<file path="config.mk">
export PLATFORM = sky130hd
export DESIGN_NAME = isr_status
export DESIGN_NICKNAME = d
export VERILOG_FILES = /design/src/hdl/isr_pkg.sv /design/src/hdl/isr_status.sv
export SDC_FILE = /design/constraint.sdc
export NUM_CORES = 1
export LEC_CHECK = 0
export BUFFER_PORTS_ARGS = -buffer_cell sky130_fd_sc_hd__clkbuf_2
export CELL_PAD_IN_SITES_DETAIL_PLACEMENT = 0
export CELL_PAD_IN_SITES_GLOBAL_PLACEMENT = 1
export CORE_MARGIN = 4
export CORE_UTILIZATION = 54
export CTS_BUF_LIST = sky130_fd_sc_hd__clkbuf_8 sky130_fd_sc_hd__clkbuf_16
export DETAILED_ROUTE_END_ITERATION = 16
export PLACE_DENSITY_LB_ADDON = 0.1
export SYNTH_ARGS = -nofsm -noshare
export SYNTH_HDL_FRONTEND = slang
export SYNTH_SLANG_ARGS = --single-unit
</file>
<file path="constraint.sdc">
create_clock -name mclk -period 5.66 [get_ports mclk]
set_input_delay 0.283 -clock mclk [delete_from_list [all_inputs] [get_ports mclk]]
set_output_delay 0.283 -clock mclk [all_outputs]
set_load 0.005 [all_outputs]
</file>
<file path="src/hdl/isr_pkg.sv">
package isr_pkg;

  // ----------------------------------------------------------------
  // Status byte field positions
  // ----------------------------------------------------------------
  localparam int STB_MAV = 4;
  localparam int STB_ESB = 5;
  localparam int STB_MSS = 6;

  // ----------------------------------------------------------------
  // Event status field positions
  // ----------------------------------------------------------------
  localparam int ESR_OPC = 0;
  localparam int ESR_RQC = 1;
  localparam int ESR_QYE = 2;
  localparam int ESR_DDE = 3;
  localparam int ESR_EXE = 4;
  localparam int ESR_CME = 5;
  localparam int ESR_URQ = 6;
  localparam int ESR_PON = 7;

  // ----------------------------------------------------------------
  // Reset values and fixed masks
  // ----------------------------------------------------------------
  localparam logic [7:0] ESR_RESET = 8'h80;
  localparam logic [7:0] ENABLE_RESET = 8'h00;
  localparam logic [7:0] ESR_WRITABLE = 8'hB5;
  localparam logic [7:0] STB_USED = 8'h70;
  localparam logic [7:0] ASCII_ONE = 8'h31;

  // ----------------------------------------------------------------
  // Output queue and timing
  // ----------------------------------------------------------------
  localparam int OQ_DEPTH = 75;
  localparam int OQ_AW = 7;
  localparam int CLK_HZ = 50_000_000;
  localparam int SERIAL_CHAN_MS = 100;
  localparam int SERIAL_LOOP3_MS = 2000;
  localparam int SERIAL_CHAN_CYC = SERIAL_CHAN_MS * (CLK_HZ / 1000);
  localparam int SERIAL_LOOP3_CYC = SERIAL_LOOP3_MS * (CLK_HZ / 1000);

  // ----------------------------------------------------------------
  // Decoded common commands
  // ----------------------------------------------------------------
  typedef enum logic [3:0] {
    ISR_CMD_NONE = 4'h0,
    ISR_CMD_CLS = 4'h1,
    ISR_CMD_ESE = 4'h2,
    ISR_CMD_ESE_Q = 4'h3,
    ISR_CMD_ESR_Q = 4'h4,
    ISR_CMD_OPC = 4'h5,
    ISR_CMD_OPC_Q = 4'h6,
    ISR_CMD_SRE = 4'h7,
    ISR_CMD_SRE_Q = 4'h8,
    ISR_CMD_STB_Q = 4'h9,
    ISR_CMD_WAI = 4'hA,
    ISR_CMD_RST = 4'hB
  } isr_cmd_t;

  // Command strobe with its integer argument
  typedef struct packed {
    logic valid;
    isr_cmd_t code;
    logic [7:0] arg;
  } isr_req_t;

  // Error events reported by the command parser
  typedef struct packed {
    logic exec_err;
    logic cmd_err;
  } isr_err_t;

endpackage

</file>
<file path="src/hdl/isr_status.sv">
`timescale 1ns/1ps
// Functional notes
// - Status byte query enqueues the byte and clears nothing.
// - Internal status byte bit six is master summary, not request service.
// - Register values travel as 8-bit integers weighted 128 down to 1.
// - Wait command stalls new commands until pending operations finish.
// - Bit four is high whenever the output queue is not empty.
// - Bit five is high when any enabled event bit is set.
// - Bit six rises when bit four or five is high and enabled.
// - On each master summary change the status byte goes to the controller.
// - Request service rise asserts service request; serial poll clears both.
// - Status byte bits seven, three, two, one, zero read zero.
// - Completion command sets event bit zero once operations finish.
// - Event bits one, three and six always read zero.
// - Query error on empty queue read or queue overflow past 75 bytes.
// - Execution error set on out of range parameter.
// - Command error set on syntax or spelling error.
// - Power-on bit set at reset, cleared by event query or clear status only.
// - Event query enqueues the event register then clears it.
// - Completion query enqueues ASCII one after operations finish.
// - Completion command never blocks; raises request through enables.
// - Serial link has no completion commands; fixed hold-off delays apply.
// - Both enable masks clear at reset.
// - Clear status clears event register, leaves output queue alone.
// - Enable masks accept any value 0 to 255.
module isr_status
  import isr_pkg::*;
(
  input wire logic mclk,
  input wire logic rst_n,
  input wire isr_req_t req,
  output logic req_ready,
  input wire isr_err_t err,
  input wire logic op_pending,
  input wire logic serial_link,
  input wire logic chan_state_cmd,
  input wire logic loop_config_part_three_cmd,
  output logic serial_hold,
  input wire logic oq_rd,
  output logic [7:0] oq_data,
  output logic oq_valid,
  input wire logic serial_poll,
  output logic [7:0] poll_byte,
  output logic srq,
  output logic [7:0] status_summary_byte,
  output logic [7:0] standard_event_status
);

  // ----------------------------------------------------------------
  // State
  // ----------------------------------------------------------------
  typedef enum logic [2:0] {
    ISR_RUN = 3'b001,
    ISR_WAIT = 3'b010,
    ISR_HOLD = 3'b100
  } isr_state_t;

  isr_state_t state;
  logic [7:0] esr_bits;
  logic [7:0] ese_mask;
  logic [7:0] sre_mask;
  logic [7:0] oq_mem [OQ_DEPTH];
  logic [OQ_AW-1:0] oq_head;
  logic [OQ_AW-1:0] oq_tail;
  logic [OQ_AW-1:0] oq_count;
  logic opc_armed;
  logic opcq_armed;
  logic mss_prev;
  logic rqs;
  logic [31:0] hold_cnt;
  logic take;
  logic push;
  logic [7:0] push_data;
  logic pop;
  logic mav;
  logic esb;
  logic mss;
  logic opc_done;
  logic opcq_done;
  logic [7:0] esr_set;

  // Wrap a queue pointer
  function automatic logic [OQ_AW-1:0] ptr_inc(input logic [OQ_AW-1:0] p);
    ptr_inc = (p == OQ_AW'(OQ_DEPTH - 1)) ? '0 : p + OQ_AW'(1);
  endfunction

  // ----------------------------------------------------------------
  // Summary bits
  // ----------------------------------------------------------------
  // Recomputed every cycle from queue, events and masks
  assign mav = (oq_count != '0);
  assign esb = |(esr_bits & ese_mask);
  assign mss = (mav & sre_mask[STB_MAV]) | (esb & sre_mask[STB_ESB]);
  // Unused positions tied low, bit six is master summary
  assign status_summary_byte = {1'b0, mss, esb, mav, 4'h0};
  assign standard_event_status = esr_bits;

  // ----------------------------------------------------------------
  // Command acceptance
  // ----------------------------------------------------------------
  // Commands stall while a wait or serial hold-off is in progress
  assign req_ready = (state == ISR_RUN);
  assign take = req.valid & req_ready;
  assign serial_hold = (state == ISR_HOLD);
  assign opc_done = opc_armed & ~op_pending & ~serial_link;
  assign opcq_done = opcq_armed & ~op_pending & ~serial_link;

  // Output queue push source; queries have priority over the deferred one
  always_comb begin
    push = 1'b0;
    push_data = 8'h00;
    if (take) begin
      unique case (req.code)
        ISR_CMD_STB_Q: begin
          push = 1'b1;
          push_data = status_summary_byte;
        end
        ISR_CMD_ESR_Q: begin
          push = 1'b1;
          push_data = esr_bits;
        end
        ISR_CMD_ESE_Q: begin
          push = 1'b1;
          push_data = ese_mask;
        end
        ISR_CMD_SRE_Q: begin
          push = 1'b1;
          push_data = sre_mask;
        end
        default: push = 1'b0;
      endcase
    end
    if (!push && opcq_done) begin
      push = 1'b1;
      push_data = ASCII_ONE;
    end
  end

  assign pop = oq_rd & mav;
  assign oq_valid = mav;
  assign oq_data = oq_mem[oq_head];

  // ----------------------------------------------------------------
  // Output queue
  // ----------------------------------------------------------------
  // Circular store; a push when full is dropped and flagged
  always_ff @(posedge mclk) begin
    if (!rst_n) begin
      oq_head <= '0;
      oq_tail <= '0;
      oq_count <= '0;
    end else begin
      if (push && oq_count != OQ_AW'(OQ_DEPTH)) begin
        oq_mem[oq_tail] <= push_data;
        oq_tail <= ptr_inc(oq_tail);
      end
      if (pop) begin
        oq_head <= ptr_inc(oq_head);
      end
      if (push && oq_count != OQ_AW'(OQ_DEPTH) && !pop) begin
        oq_count <= oq_count + OQ_AW'(1);
      end else if (pop && !(push && oq_count != OQ_AW'(OQ_DEPTH))) begin
        oq_count <= oq_count - OQ_AW'(1);
      end
    end
  end

  // ----------------------------------------------------------------
  // Event status register
  // ----------------------------------------------------------------
  // New events this cycle
  always_comb begin
    esr_set = 8'h00;
    esr_set[ESR_OPC] = opc_done;
    esr_set[ESR_QYE] = (oq_rd & ~mav) | (push & (oq_count == OQ_AW'(OQ_DEPTH)));
    esr_set[ESR_EXE] = err.exec_err;
    esr_set[ESR_CME] = err.cmd_err;
  end

  // Clear by query or clear-status; a same-cycle event survives the clear
  always_ff @(posedge mclk) begin
    if (!rst_n) begin
      esr_bits <= ESR_RESET;
    end else if (take && (req.code == ISR_CMD_ESR_Q || req.code == ISR_CMD_CLS)) begin
      esr_bits <= esr_set & ESR_WRITABLE;
    end else begin
      esr_bits <= (esr_bits | esr_set) & ESR_WRITABLE;
    end
  end

  // ----------------------------------------------------------------
  // Enable masks
  // ----------------------------------------------------------------
  // Any byte value accepted as written
  always_ff @(posedge mclk) begin
    if (!rst_n) begin
      ese_mask <= ENABLE_RESET;
      sre_mask <= ENABLE_RESET;
    end else if (take && req.code == ISR_CMD_ESE) begin
      ese_mask <= req.arg;
    end else if (take && req.code == ISR_CMD_SRE) begin
      sre_mask <= req.arg;
    end
  end

  // ----------------------------------------------------------------
  // Completion tracking
  // ----------------------------------------------------------------
  // Armed by the command, retired when nothing is pending; reset cancels
  always_ff @(posedge mclk) begin
    if (!rst_n) begin
      opc_armed <= 1'b0;
      opcq_armed <= 1'b0;
    end else if (take && req.code == ISR_CMD_RST) begin
      opc_armed <= 1'b0;
      opcq_armed <= 1'b0;
    end else begin
      if (take && req.code == ISR_CMD_OPC && !serial_link) begin
        opc_armed <= 1'b1;
      end else if (opc_done) begin
        opc_armed <= 1'b0;
      end
      if (take && req.code == ISR_CMD_OPC_Q && !serial_link) begin
        opcq_armed <= 1'b1;
      end else if (opcq_done && !(take && req.code inside {ISR_CMD_STB_Q, ISR_CMD_ESR_Q,
                   ISR_CMD_ESE_Q, ISR_CMD_SRE_Q})) begin
        opcq_armed <= 1'b0;
      end
    end
  end

  // ----------------------------------------------------------------
  // Wait and serial hold-off sequencer
  // ----------------------------------------------------------------
  always_ff @(posedge mclk) begin
    if (!rst_n) begin
      state <= ISR_RUN;
      hold_cnt <= '0;
    end else begin
      unique case (state)
        ISR_RUN: begin
          if (serial_link && loop_config_part_three_cmd) begin
            state <= ISR_HOLD;
            hold_cnt <= 32'(SERIAL_LOOP3_CYC - 1);
          end else if (serial_link && chan_state_cmd) begin
            state <= ISR_HOLD;
            hold_cnt <= 32'(SERIAL_CHAN_CYC - 1);
          end else if (take && req.code == ISR_CMD_WAI && op_pending) begin
            state <= ISR_WAIT;
          end
        end
        ISR_WAIT: begin
          if (!op_pending) begin
            state <= ISR_RUN;
          end
        end
        ISR_HOLD: begin
          if (hold_cnt == '0) begin
            state <= ISR_RUN;
          end else begin
            hold_cnt <= hold_cnt - 32'd1;
          end
        end
      endcase
    end
  end

  // ----------------------------------------------------------------
  // Service request
  // ----------------------------------------------------------------
  // Rising master summary raises request; poll clears it unless it rises again
  always_ff @(posedge mclk) begin
    if (!rst_n) begin
      mss_prev <= 1'b0;
      rqs <= 1'b0;
      poll_byte <= 8'h00;
    end else begin
      mss_prev <= mss;
      if (mss != mss_prev) begin
        poll_byte <= {1'b0, mss, esb, mav, 4'h0};
      end
      if (mss && !mss_prev) begin
        rqs <= 1'b1;
        poll_byte[STB_MSS] <= 1'b1;
      end else if (serial_poll) begin
        rqs <= 1'b0;
        poll_byte[STB_MSS] <= 1'b0;
      end
    end
  end

  assign srq = rqs;

endmodule

</file>
Word-level counts from Yosys, hierarchy flattened
Memories as Yosys holds them, arrays and structs flattened. A register that Yosys moved wholly into a read port is not among the register bits.
Cells that the tools add are included.
{"block": "word_totals", "regBits": 87, "latch_bits": 0, "ramBits": 600, "mem_bits_ro": 0, "out_inout_bits": 36, "wordCells": 139, "memories": 1}
{"block": "op_classes", "add_sub_neg": 5, "mul": 0, "div_mod_pow": 0, "order_cmp": 0, "n_eq_ne": 24, "n_shift": 0, "n_mux": 35, "bitwise_logic": 19, "reduce_logical": 41}
{"name": "oq_mem", "words": 75, "word_bits": 8, "read_ports": 1, "rd_ports_with_merged_regs": 1, "write_ports": 1, "line_no": "isr_status.sv:62", "source": "logic [7:0] oq_mem [OQ_DEPTH];"}
{"operator": "32-bit two-way mux", "count": 3}
{"operator": "32-bit case mux with 2 select lines", "count": 1}
{"operator": "7-bit two-way mux", "count": 7}
{"operator": "32-bit zero test", "count": 1}
{"operator": "8-bit case mux with 4 select lines", "count": 1}
{"operator": "32-bit by 1-bit subtractor with 32-bit output (second input constant)", "count": 1}
{"operator": "8-bit two-way mux", "count": 3}
{"operator": "7-bit by 1-bit adder with 7-bit output (second input constant)", "count": 3}
{"operator": "7-bit equality test (second input constant)", "count": 3}
{"operator": "1-bit logical AND", "count": 19}
{"operator": "4-bit by 3-bit equality test with 1-bit output (second input constant)", "count": 4}
{"operator": "4-bit equality test (second input constant)", "count": 4}
{"operator": "3-bit two-way mux", "count": 5}
{"operator": "1-bit two-way mux", "count": 14}
{"operator": "1-bit AND", "count": 10}
{"operator": "2-bit nonzero test", "count": 5}
{"operator": "3-bit case mux with 3 select lines", "count": 1}
{"operator": "8-bit AND", "count": 1}
{"operator": "4-bit by 2-bit equality test with 1-bit output (second input constant)", "count": 2}
{"operator": "8-bit by 6-bit bitwise OR with 8-bit output", "count": 1}
{"operator": "8-bit OR reduction", "count": 1}
{"operator": "7-bit inequality test (second input constant)", "count": 1}
{"operator": "7-bit nonzero test", "count": 1}
{"operator": "7-bit by 1-bit subtractor with 7-bit output (second input constant)", "count": 1}
{"operator": "19 further kinds", "count": 31}

Logic depth before layout (Yosys ltp)
Gate-level depths: netlist (run 1).
{"block": "logic_depth", "ltp_word": 12, "depth_mapped": 13, "mapped_depth_nobuf": 12}

Least setup slack after synthesis (run 1)
OpenSTA, ideal clock, no wires.
{"block": "synth_path", "path_type": "input-to-reg", "startpoint": "input req[8] in the netlist's numbering", "endpoint": "memory oq_mem[0][5], data pin", "setup_ns": 0.653, "arrival_time_ns": 3.648, "t_required_ns": 5.007, "setup_slack_ns": 1.359, "path_stages": 6, "path_buffers": 1, "path_cell_list": "clkbuf_1 > or3b_2 > a21oi_1 > o21a_1 > nor2_1 > a31oi_1"}
{"block": "synth_between", "elab_chain_len": 7, "elab_cells_between_ends": 12, "classes_between": "4 x eq/ne; 5 x mux; 3 x reduce/logical"}
{"element": "start: declaration", "line_no": "isr_status.sv:31", "source": "input wire isr_req_t req,"}
{"element": "4-bit equality test, or another cell as far along", "line_no": "isr_status.sv:113", "source": "unique case (req.code)"}
{"element": "4-bit OR reduction (no source line)"}
{"element": "1-bit two-way mux", "line_no": "isr_status.sv:113"}
{"element": "1-bit two-way mux", "line_no": "isr_status.sv:112", "source": "if (take) begin"}
{"element": "1-bit zero test", "line_no": "isr_status.sv:133", "source": "if (!push && opcq_done) begin"}
{"element": "1-bit logical AND", "line_no": "isr_status.sv:133"}
{"element": "8-bit two-way mux (*)", "line_no": "isr_status.sv:133"}
{"element": "net push_data[5]", "line_no": "isr_status.sv:73", "source": "logic [7:0] push_data;"}
{"element": "end: declaration", "line_no": "isr_status.sv:62"}
Mark *: on every way through the listed nets, which the timed path passes. The rest lies on a longest branch.

==> results of run 1 <==
==> power by group through the flow <==
stage	combinational, W	sequential [W]	clock (W)
3_5_place_dp	0.00159	0.00582	0
4_1_cts	0.00159	0.00571	0.00467
5_1_grt	0.00173	0.00573	0.00490
3_3_place_gp	0.00157	0.00582	0
6_report	0.00158	0.00571	0.00459
2_1_floorplan	0.00126	0.00571	0
==> timing repair <==
action                                  CTS  global route
hold buffers                             10             0
endpoints found under the setup margin    0             0
endpoints found under the hold margin    18             0
==> cell type report <==
class                           count  share of cell area, %
Clock inverter                     56                   1.52
Inverter                           17                  0.204
Sequential cell                   691                   63.3
Multi-Input combinational cell    846                   24.7
Tap cell                          680                   2.72
Clock buffer                       73                   5.83
Timing Repair Buffer               77                   1.72
==> flip-flops by register name (all words and copies together), names as in the netlist, named ones only <==
| register | count |
|---|---|
| state | 3 |
| oq_mem | 600 |
| oq_tail | 7 |
| poll_byte | 3 |
| opc_armed | 1 |
| oq_head | 7 |
| srq | 1 |
| mss_prev | 1 |
| hold_cnt | 32 |
| opcq_armed | 1 |
| sre_mask | 8 |
| ese_mask | 8 |
| oq_count | 7 |
| standard_event_status | 5 |
==> logic make-up (layout without fill, tap and decap cells) <==
logic type	Yosys count	in the layout
buffers and inverters	121	223
adder cells (fa/ha/maj)	14	14
other	1	13
flip-flops	691	691
XOR/XNOR	11	11
AND/OR/NAND/NOR	375	375
multiplexers	197	197
AO/OA/AOI/OAI	236	236
==> worst max-delay path, delay by kind of cell, from the launching register on <==
family          cells  cell delay [ns]
compound gates      3             0.92
mux                 1             0.61
flops               1             0.82
buf+inv             2             0.56
simple gates        1             0.13
==> routing by layer <==
layer | GRT usage (%) | wire [um]
met2 | 37.6 | 31200
met4 | 6.18 | 1340
met3 | 3.58 | 3890
met5 | 0 | 0
met1 | 31.6 | 26700
==> stage by stage <==
stage / std cells / util [%] / power, W
3_3_place_gp: 2301 / 56.4 / 0.00738
3_5_place_dp: 2301 / 56.4 / 0.00740
4_1_cts: 2440 / 61.1 / 0.0120
2_1_floorplan: 1658 / - / 0.00697
6_report: 2440 / 61.1 / 0.0119
5_1_grt: 2440 / 61.1 / 0.0124
==> placed cells by master, fill, tap and decap left out, types with 11 or more instances in the layout <==
master / instances
or4_1: 20
o21ai_0: 22
edfxtp_1: 600
a21oi_1: 44
nor4_1: 16
o22ai_1: 24
inv_1: 29
nor3_1: 20
clkbuf_16: 73
conb_1: 13
o31ai_1: 16
mux2_2: 24
nand2_1: 33
clkinv_1: 11
dfxtp_1: 89
mux2i_1: 29
a22oi_1: 12
ha_1: 13
a211oi_1: 14
buf_4: 18
nor2_1: 171
clkbuf_2: 45
mux4_2: 144
or3_1: 22
a31oi_1: 20
nand3_1: 11
nor2b_1: 17
==> path summary, 6_finish.rpt <==
path / start / to / slack, ns / depth (start not counted)
min: serial_poll / poll_byte[6]$_SDFFE_PN0P_ / 0.04 / 4
min reg2reg: hold_cnt[30]$_SDFFE_PN0P_ / hold_cnt[30]$_SDFFE_PN0P_ / 0.48 / 2
max reg2reg: oq_count[0]$_SDFFE_PN0P_ / oq_count[4]$_SDFFE_PN0P_ / 2.19 / 11
max: register / oq_data[2] / 1.66 / 7
==> results.yml, run 1 <==
route:
  wire_per_inst_um: 25.9
  drc_errors: 0
  wirelength_um: 63100
  antenna_left: 0
  firstDrtPassIters: 7
  viasPerCell: 6.22
  drtIter0Drc: 1356
  vias: 15181
logic_synthesis:
  synth.area.top_cells: "edfxtp_1, mux4_2, dfxtp_1"
  ys_seq_elements: 691
  ys_seq_area_share_pct: 71.0
  synth-simple-area-share_pct: 6.73
  ys.warnings.count: 0
  synth_fa_ha_area_share_pct: 0.653
  synth_top_area_share_pct: 64.4
  avgSynthCellArea_um2: 17.0
  synth_edf_count: 600
  netlist_top_cells_count: "edfxtp_1, nor2_1, mux4_2, dfxtp_1, clkbuf_1"
  yosys.cell_count.top_type: "edfxtp_1"
  async_flop_share_pct: 0
  synthDistinctLibCells: 71
  synth_top_family_by_area: "multiplexers"
  syn_inst: 1646
  yosysTopAreaCell: "edfxtp_1"
  synth-compound-area-share_pct: 5.85
  synth_ff_type: "edfxtp_1"
  synthMuxAreaShare_pct: 13.6
  synth_area_um2: 28000
  synth_xor_area_share_pct: 0.345
final_layout:
  antenna_cells: 0
  finalNetCount: 1740
  fin_area_um2: 31300
  regArea_um2: 19800
  multiInputGateArea_um2: 7730
  area_growth_pct: 12.1
  drive_above_1_share_pct: 21.3
  n_fill_cell: 3774
sta:
  hold_viol_final: 0
  setup_violations: 0
  tightest_slew_ns: 1.14
  hold_ws_ns: 0.0427
  skew_ns: 0.0172
  setup_tns_ns: 0
  final_max_slew_viol_count: 0
  period_minus_slack_ns: 4.00
  rsz0062_at_grt: "no"
  setup_ws_ns: 1.66
  slew_headroom_pct: 23.5
  timing.final.crit_share_pct: 70.7
  max_freq_mhz: 250
cts:
  cts_sinks: 691
  cts.path.max_buffers: 3
  cts_made_buffers: 70
  htree_levels: 3
  postCtsSetupRepairBufs: 0
  clk_latency_ns: 0.59
  clk_pin_slew_ns: 0.06
  cts-root-buf: "clkbuf_16"
  cts_resized: 0
  cts_tree: "done"
run_status:
  status: "finished, final reports clean"
power:
  power.clock.fraction_pct: 38.6
  leakage_nw: 9.67
  comb_power_share_pct: 13.3
  power_density_nw_per_um2: 379
  internal-power_w: 0.00894
  switching_share_pct: 24.7
  seqPwrFrac_pct: 48.1
  ir_worst_vdd_v: 0.000209
  switchingPower_w: 0.00293
die:
  coreArea_um2: 51300
  io_pins: 59
  fp.dieH_um: 236
  dieWidth_um: 236
  std_cell_rows: 83
  die_area_um2: 55500
  start_util_pct: 54.5
critical_path:
  critPathLaunchType: "register"
  crit_type: "register to output port"
  path_cells: "buf_12 > mux4_2 > o22ai_1 > nor4_1 > a22oi_1 > o221ai_1 > clkbuf_2"
  critPathSlowestCell: "dfxtp_4"
  critPathRequiredTime_ns: 5.38
  crit_path_max_incr_delay_ns: 0.82
  worstPathMaxFanout: 51
  cp.arrival_ns: 3.72
  end_kind: "output port"
place:
  dp_hpwl_um: 39700
  portBuffers: 45
  place_ws_ns: 1.69
  placed_area_um2: 28900
  gp_congestion: 0.836
global_route:
  grt_pass1_vias: 15567
  overflow: 0
  grt_max_degree: 76
  grt_usage_pct: 22.6
  grt_pass1_wl_um: 95900
  antenna_found_initial: 0
worst_hold_path:
  hp-class: "primary input to register"
job:
  drv_cap: 0
No activity file was read; power rests on OpenSTA's default activity.
==> run 2, diff against run 1 <==
Clock period 5.66 ns to 4 ns, I/O delays scaled along.
==> results.yml, run 2 (synthesis gave the netlist of run 1 again) <==
die:
  coreArea_um2: 51300
  io_pins: 59
  dieWidth_um: 236
  fp.dieH_um: 236
  start_util_pct: 54.5
  std_cell_rows: 83
  die_area_um2: 55500
final_layout:
  largestRegisters: "oq_mem: 600 flops, hold_cnt: 32 flops"
  final_common_cell: "edfxtp_1"
  largest_reg_flops: 600
  area_growth_pct: 14.8
  drive_above_1_share_pct: 24.2
  mostFrequentLayoutCells: "edfxtp_1, nor2_1, mux4_2"
  antenna_cells: 0
  registers.top_by_ff_count: "oq_mem"
  finalNetCount: 1820
cts:
  clk_latency_ns: 0.61
  cts_resized: 0
  cts_sinks: 691
  cts_tree: "done"
  cts-root-buf: "clkbuf_16"
  clk_pin_slew_ns: 0.06
  htree_levels: 3
  cts_made_buffers: 73
  cts.path.max_buffers: 3
route:
  wire_per_inst_um: 25.0
  wirelength_um: 63000
  vias: 15480
  drc_errors: 0
  viasPerCell: 6.14
  antenna_left: 0
  firstDrtPassIters: 5
  drtIter0Drc: 1283
critical_path:
  critPathLaunchType: "register"
  r2r_start: "oq_count[0]$_SDFFE_PN0P_"
  reg2reg_to: "oq_count[4]$_SDFFE_PN0P_"
  rrSetupSlack_ns: 0.66
  crit_type: "register to output port"
  end_kind: "output port"
  critPathCapture: "oq_data[5]"
  worstPathMaxFanout: 41
  critPathRequiredTime_ns: 3.80
  r2r_cells: 11
  cp.arrival_ns: 3.37
run_status:
  status: "finished, final reports clean"
power:
  leakage_nw: 10.2
  ir_worst_vdd_v: 0.000325
  power_density_nw_per_um2: 535
place:
  gp_congestion: 0.828
  portBuffers: 45
  dp_hpwl_um: 39300
sta:
  final_max_slew_viol_count: 0
  skew_ns: 0.0267
  slew_headroom_pct: 22.2
  timing.final.crit_share_pct: 89.3
  rsz0062_at_grt: "no"
  tightest_slew_ns: 1.15
  period_minus_slack_ns: 3.57
  hold_ws_ns: 0.0806
  setup_tns_ns: 0
  max_freq_mhz: 280
  hold_viol_final: 0
  setup_violations: 0
global_route:
  antenna_found_initial: 0
  overflow: 0
  grt_max_degree: 76
  grt_pass1_wl_um: 96600
  grt_usage_pct: 22.7
  grt_pass1_vias: 15422
job:
  drv_cap: 0
worst_hold_path:
  hp-class: "primary input to register"
run 2: changes by cell type in the layout (fill, tap and decap cells not counted), sizes merged:
cell         change
clkbuf          +10
dlygate4sd3      +6
clkinvlp         -5
inv              -4
clkinv           +3
buf             +71
run 2: timing repair:
| action | in CTS | in global routing |
|---|---|---|
| hold buffers | 16 | 0 |
| endpoints found under the setup margin | 0 | 7 |
| endpoints found under the hold margin | 23 | 0 |
| setup buffers | 0 | 1 |
run 2: worst min-delay path by stage:
stage	from	end	slack (ns)	depth (start not counted)
2_1_floorplan	err[1]	standard_event_status[4]$_SDFF_PN0_	0.32	2
3_3_place_gp	err[1]	standard_event_status[4]$_SDFF_PN0_	0.41	3
3_5_place_dp	err[0]	standard_event_status[5]$_SDFF_PN0_	0.42	3
4_1_cts	serial_link	opcq_armed$_SDFFE_PP0P_	0.04	4
5_1_grt	serial_link	opc_armed$_SDFFE_PP0P_	0.08	3
6_report	serial_link	opcq_armed$_SDFFE_PP0P_	0.08	4
run 2: worst max-delay path, cell delays in order (launching register included):
cell	delay (ns)
dfxtp_4	0.68
buf_12	0.37
mux2_2	0.40
mux4_2	0.52
a22oi_1	0.37
o221ai_1	0.26
clkbuf_2	0.17
run 2: report_power, final:
| part | switching [W] | total (W) | internal [W] |
|---|---|---|---|
| Combinational | 0.00127 | 0.00234 | 0.00107 |
| Clock | 0.00268 | 0.00676 | 0.00408 |
| Sequential | 0.000213 | 0.00807 | 0.00786 |
run 2: per-stage QoR:
step | utilization [%] | power (W) | cells | instance area, um2 | worst slack, ns
global route | 62.6 | 0.0179 | 2521 | 32100 | 0.155
detailed placement | 57.5 | 0.0106 | 2371 | 29500 | 0.511
floorplan | - | 0.00986 | 1658 | 28000 | -0.113
CTS | 62.5 | 0.0173 | 2520 | 32100 | 0.00494
global placement | 57.5 | 0.0105 | 2371 | 29500 | 0.567
finish | 62.6 | 0.0172 | 2521 | 32100 | 0.427
run 2: layout make-up:
| type | count | area, um2 |
|---|---|---|
| Timing Repair Buffer | 154 | 1160 |
| Tap cell | 680 | 851 |
| Inverter | 17 | 63.8 |
| Clock inverter | 50 | 403 |
| Fill cell | 3755 | 19200 |
| Sequential cell | 691 | 19800 |
| Multi-Input combinational cell | 846 | 7730 |
| Clock buffer | 83 | 2030 |
run 2: layer usage:
layer | vias to the layer above | share of wire, % | global-route usage, %
met2 | 489 | 49 | 36.5
met1 | 7977 | 44 | 33.3
li1 | 6934 | - | -
met3 | 80 | 5.7 | 3.48
met5 | - | 0 | 0
met4 | 0 | 1.7 | 5.71
==> run 3, diff against run 2 <==
Settings changed: ABC_CLOCK_PERIOD_IN_PS set to 4000, MAX_ROUTING_LAYER set to met4.
==> results.yml, run 3 (synthesis gave the netlist of run 1 again) <==
run_status:
  status: "finished, final reports clean"
place:
  portBuffers: 45
  placed_area_um2: 29500
  dp.cells: 2371
  dp_hpwl_um: 39300
  gp_congestion: 0.842
worst_hold_path:
  worstHoldPathCells: 4
  hold_path.startpoint: "serial_link"
  hold-path-endpoint: "opcq_armed$_SDFFE_PP0P_"
  hp-class: "primary input to register"
cts:
  htree_levels: 3
  cts_tree: "done"
  cts-root-buf: "clkbuf_16"
  cts_resized: 0
  cts_sinks: 691
  cts_made_buffers: 73
  clk_pin_slew_ns: 0.06
  cts.path.max_buffers: 3
  clk_latency_ns: 0.61
final_layout:
  mostFrequentLayoutCells: "edfxtp_1, nor2_1, mux4_2"
  largestRegisters: "oq_mem: 600 flops, hold_cnt: 32 flops"
  final_common_cell: "edfxtp_1"
  antenna_cells: 0
  registers.top_by_ff_count: "oq_mem"
  fin_area_um2: 32100
  area_growth_pct: 14.8
  finalNetCount: 1820
  largest_reg_flops: 600
  finalNonFillerCells: 2521
  drive_above_1_share_pct: 24.2
  n_fill_cell: 3755
route:
  wire_per_inst_um: 25.1
  viasPerCell: 6.12
  drc_errors: 0
  drtIter0Drc: 1321
  firstDrtPassIters: 6
  wirelength_um: 63200
  vias: 15426
  antenna_left: 0
sta:
  hold_ws_ns: 0.0700
  rsz0062_at_grt: "no"
  hold_viol_final: 0
  timing.final.crit_share_pct: 89.9
  period_minus_slack_ns: 3.60
  max_freq_mhz: 278
  slew_headroom_pct: 22.3
  tightest_slew_ns: 1.15
  setup_violations: 0
  final_max_slew_viol_count: 0
  skew_ns: 0.0261
critical_path:
  critPathLaunchType: "register"
  r2r_start: "oq_count[0]$_SDFFE_PN0P_"
  critical-path-top-delay-family: "multiplexers"
  critPathSlowestCell: "dfxtp_4"
  end_kind: "output port"
  reg2reg_to: "oq_count[4]$_SDFFE_PN0P_"
  r2r_cells: 11
  cp.arrival_ns: 3.40
  critPathRequiredTime_ns: 3.80
  crit_type: "register to output port"
  crit_path_max_incr_delay_ns: 0.68
  worstPathMaxFanout: 41
  crit_buf_inv: 2
  rrSetupSlack_ns: 0.68
  path_cells: "buf_12 > mux2_2 > mux4_2 > a22oi_1 > o221ai_1 > clkbuf_2"
  critical_path_depth: 6
power:
  ir_worst_vdd_v: 0.000325
  leakage_nw: 10.2
  power_density_nw_per_um2: 535
  power_w: 0.0172
global_route:
  antenna_found_initial: 0
  grt_max_degree: 76
  overflow: 0
  grt_usage_pct: 23.4
  grt_pass1_wl_um: 96700
  grt_pass1_vias: 15382
die:
  die_area_um2: 55500
  io_pins: 59
  std_cell_rows: 83
  start_util_pct: 54.5
  fp.dieH_um: 236
  coreArea_um2: 51300
  dieWidth_um: 236
job:
  drv_cap: 0
[run 3: power breakdown]
group | switching (W) | internal, W | total, W
combinational | 0.00128 | 0.00107 | 0.00235
sequential | 0.000214 | 0.00786 | 0.00807
clock | 0.00268 | 0.00408 | 0.00676
total | 0.00417 | 0.0130 | 0.0172
[run 3: area by class of cell]
| cell class | count | area (um2) | share of cell area (%) |
|---|---|---|---|
| Sequential cell | 691 | 19800 | 61.9 |
| Multi-Input combinational cell | 846 | 7730 | 24.1 |
| Clock buffer | 83 | 2030 | 6.33 |
| Timing Repair Buffer | 154 | 1160 | 3.61 |
| Tap cell | 680 | 851 | 2.65 |
| Clock inverter | 50 | 403 | 1.26 |
| Inverter | 17 | 63.8 | 0.199 |
[run 3: worst max path at each step]
stage              from                       end  slack (ns)
3_5_place_dp     req[8]  oq_count[4]$_SDFFE_PN0P_        0.51
3_3_place_gp     req[8]  oq_count[4]$_SDFFE_PN0P_        0.57
6_report       register                oq_data[5]        0.40
4_1_cts        register                oq_data[5]       0.005
5_1_grt        register                oq_data[5]        0.15
2_1_floorplan    req[8]    oq_mem[0][0]$_DFFE_PP_       -0.11
[run 3: layer usage]
layer / vias to the layer above / GRT usage, % / wire [um]
met4: 0 / 5.64 / 1010
met3: 80 / 3.34 / 3090
li1: 6934 / - / -
met5: - / - / 0
met1: 7965 / 33.6 / 28000
met2: 447 / 36.4 / 31100
[run 3: per-stage QoR]
stage | TNS, ns | worst slack [ns] | utilization, %
2_1_floorplan | -16.98 | -0.113 | -
3_3_place_gp | 0 | 0.567 | 57.5
3_5_place_dp | 0 | 0.511 | 57.5
4_1_cts | 0 | 0.00494 | 62.5
5_1_grt | 0 | 0.153 | 62.6
6_report | 0 | 0.404 | 62.6
[run 3: what timing repair did]
action	in CTS	in global routing
endpoints found under the hold margin	23	0
hold buffers	16	0
setup endpoints to repair	0	8
setup buffers	0	1
[run 3: worst reg2reg max path, stage by stage, from the launching register on]
cell and delay, ns:
dfxtp_1 0.35, nor4_1 0.62, a21boi_1 0.41, inv_1 0.13
ha_1 0.28, inv_1 0.18, ha_1 0.32, nor2b_1 0.13
o21a_1 0.20, o21a_1 0.19, or3_1 0.30, a21oi_1 0.13
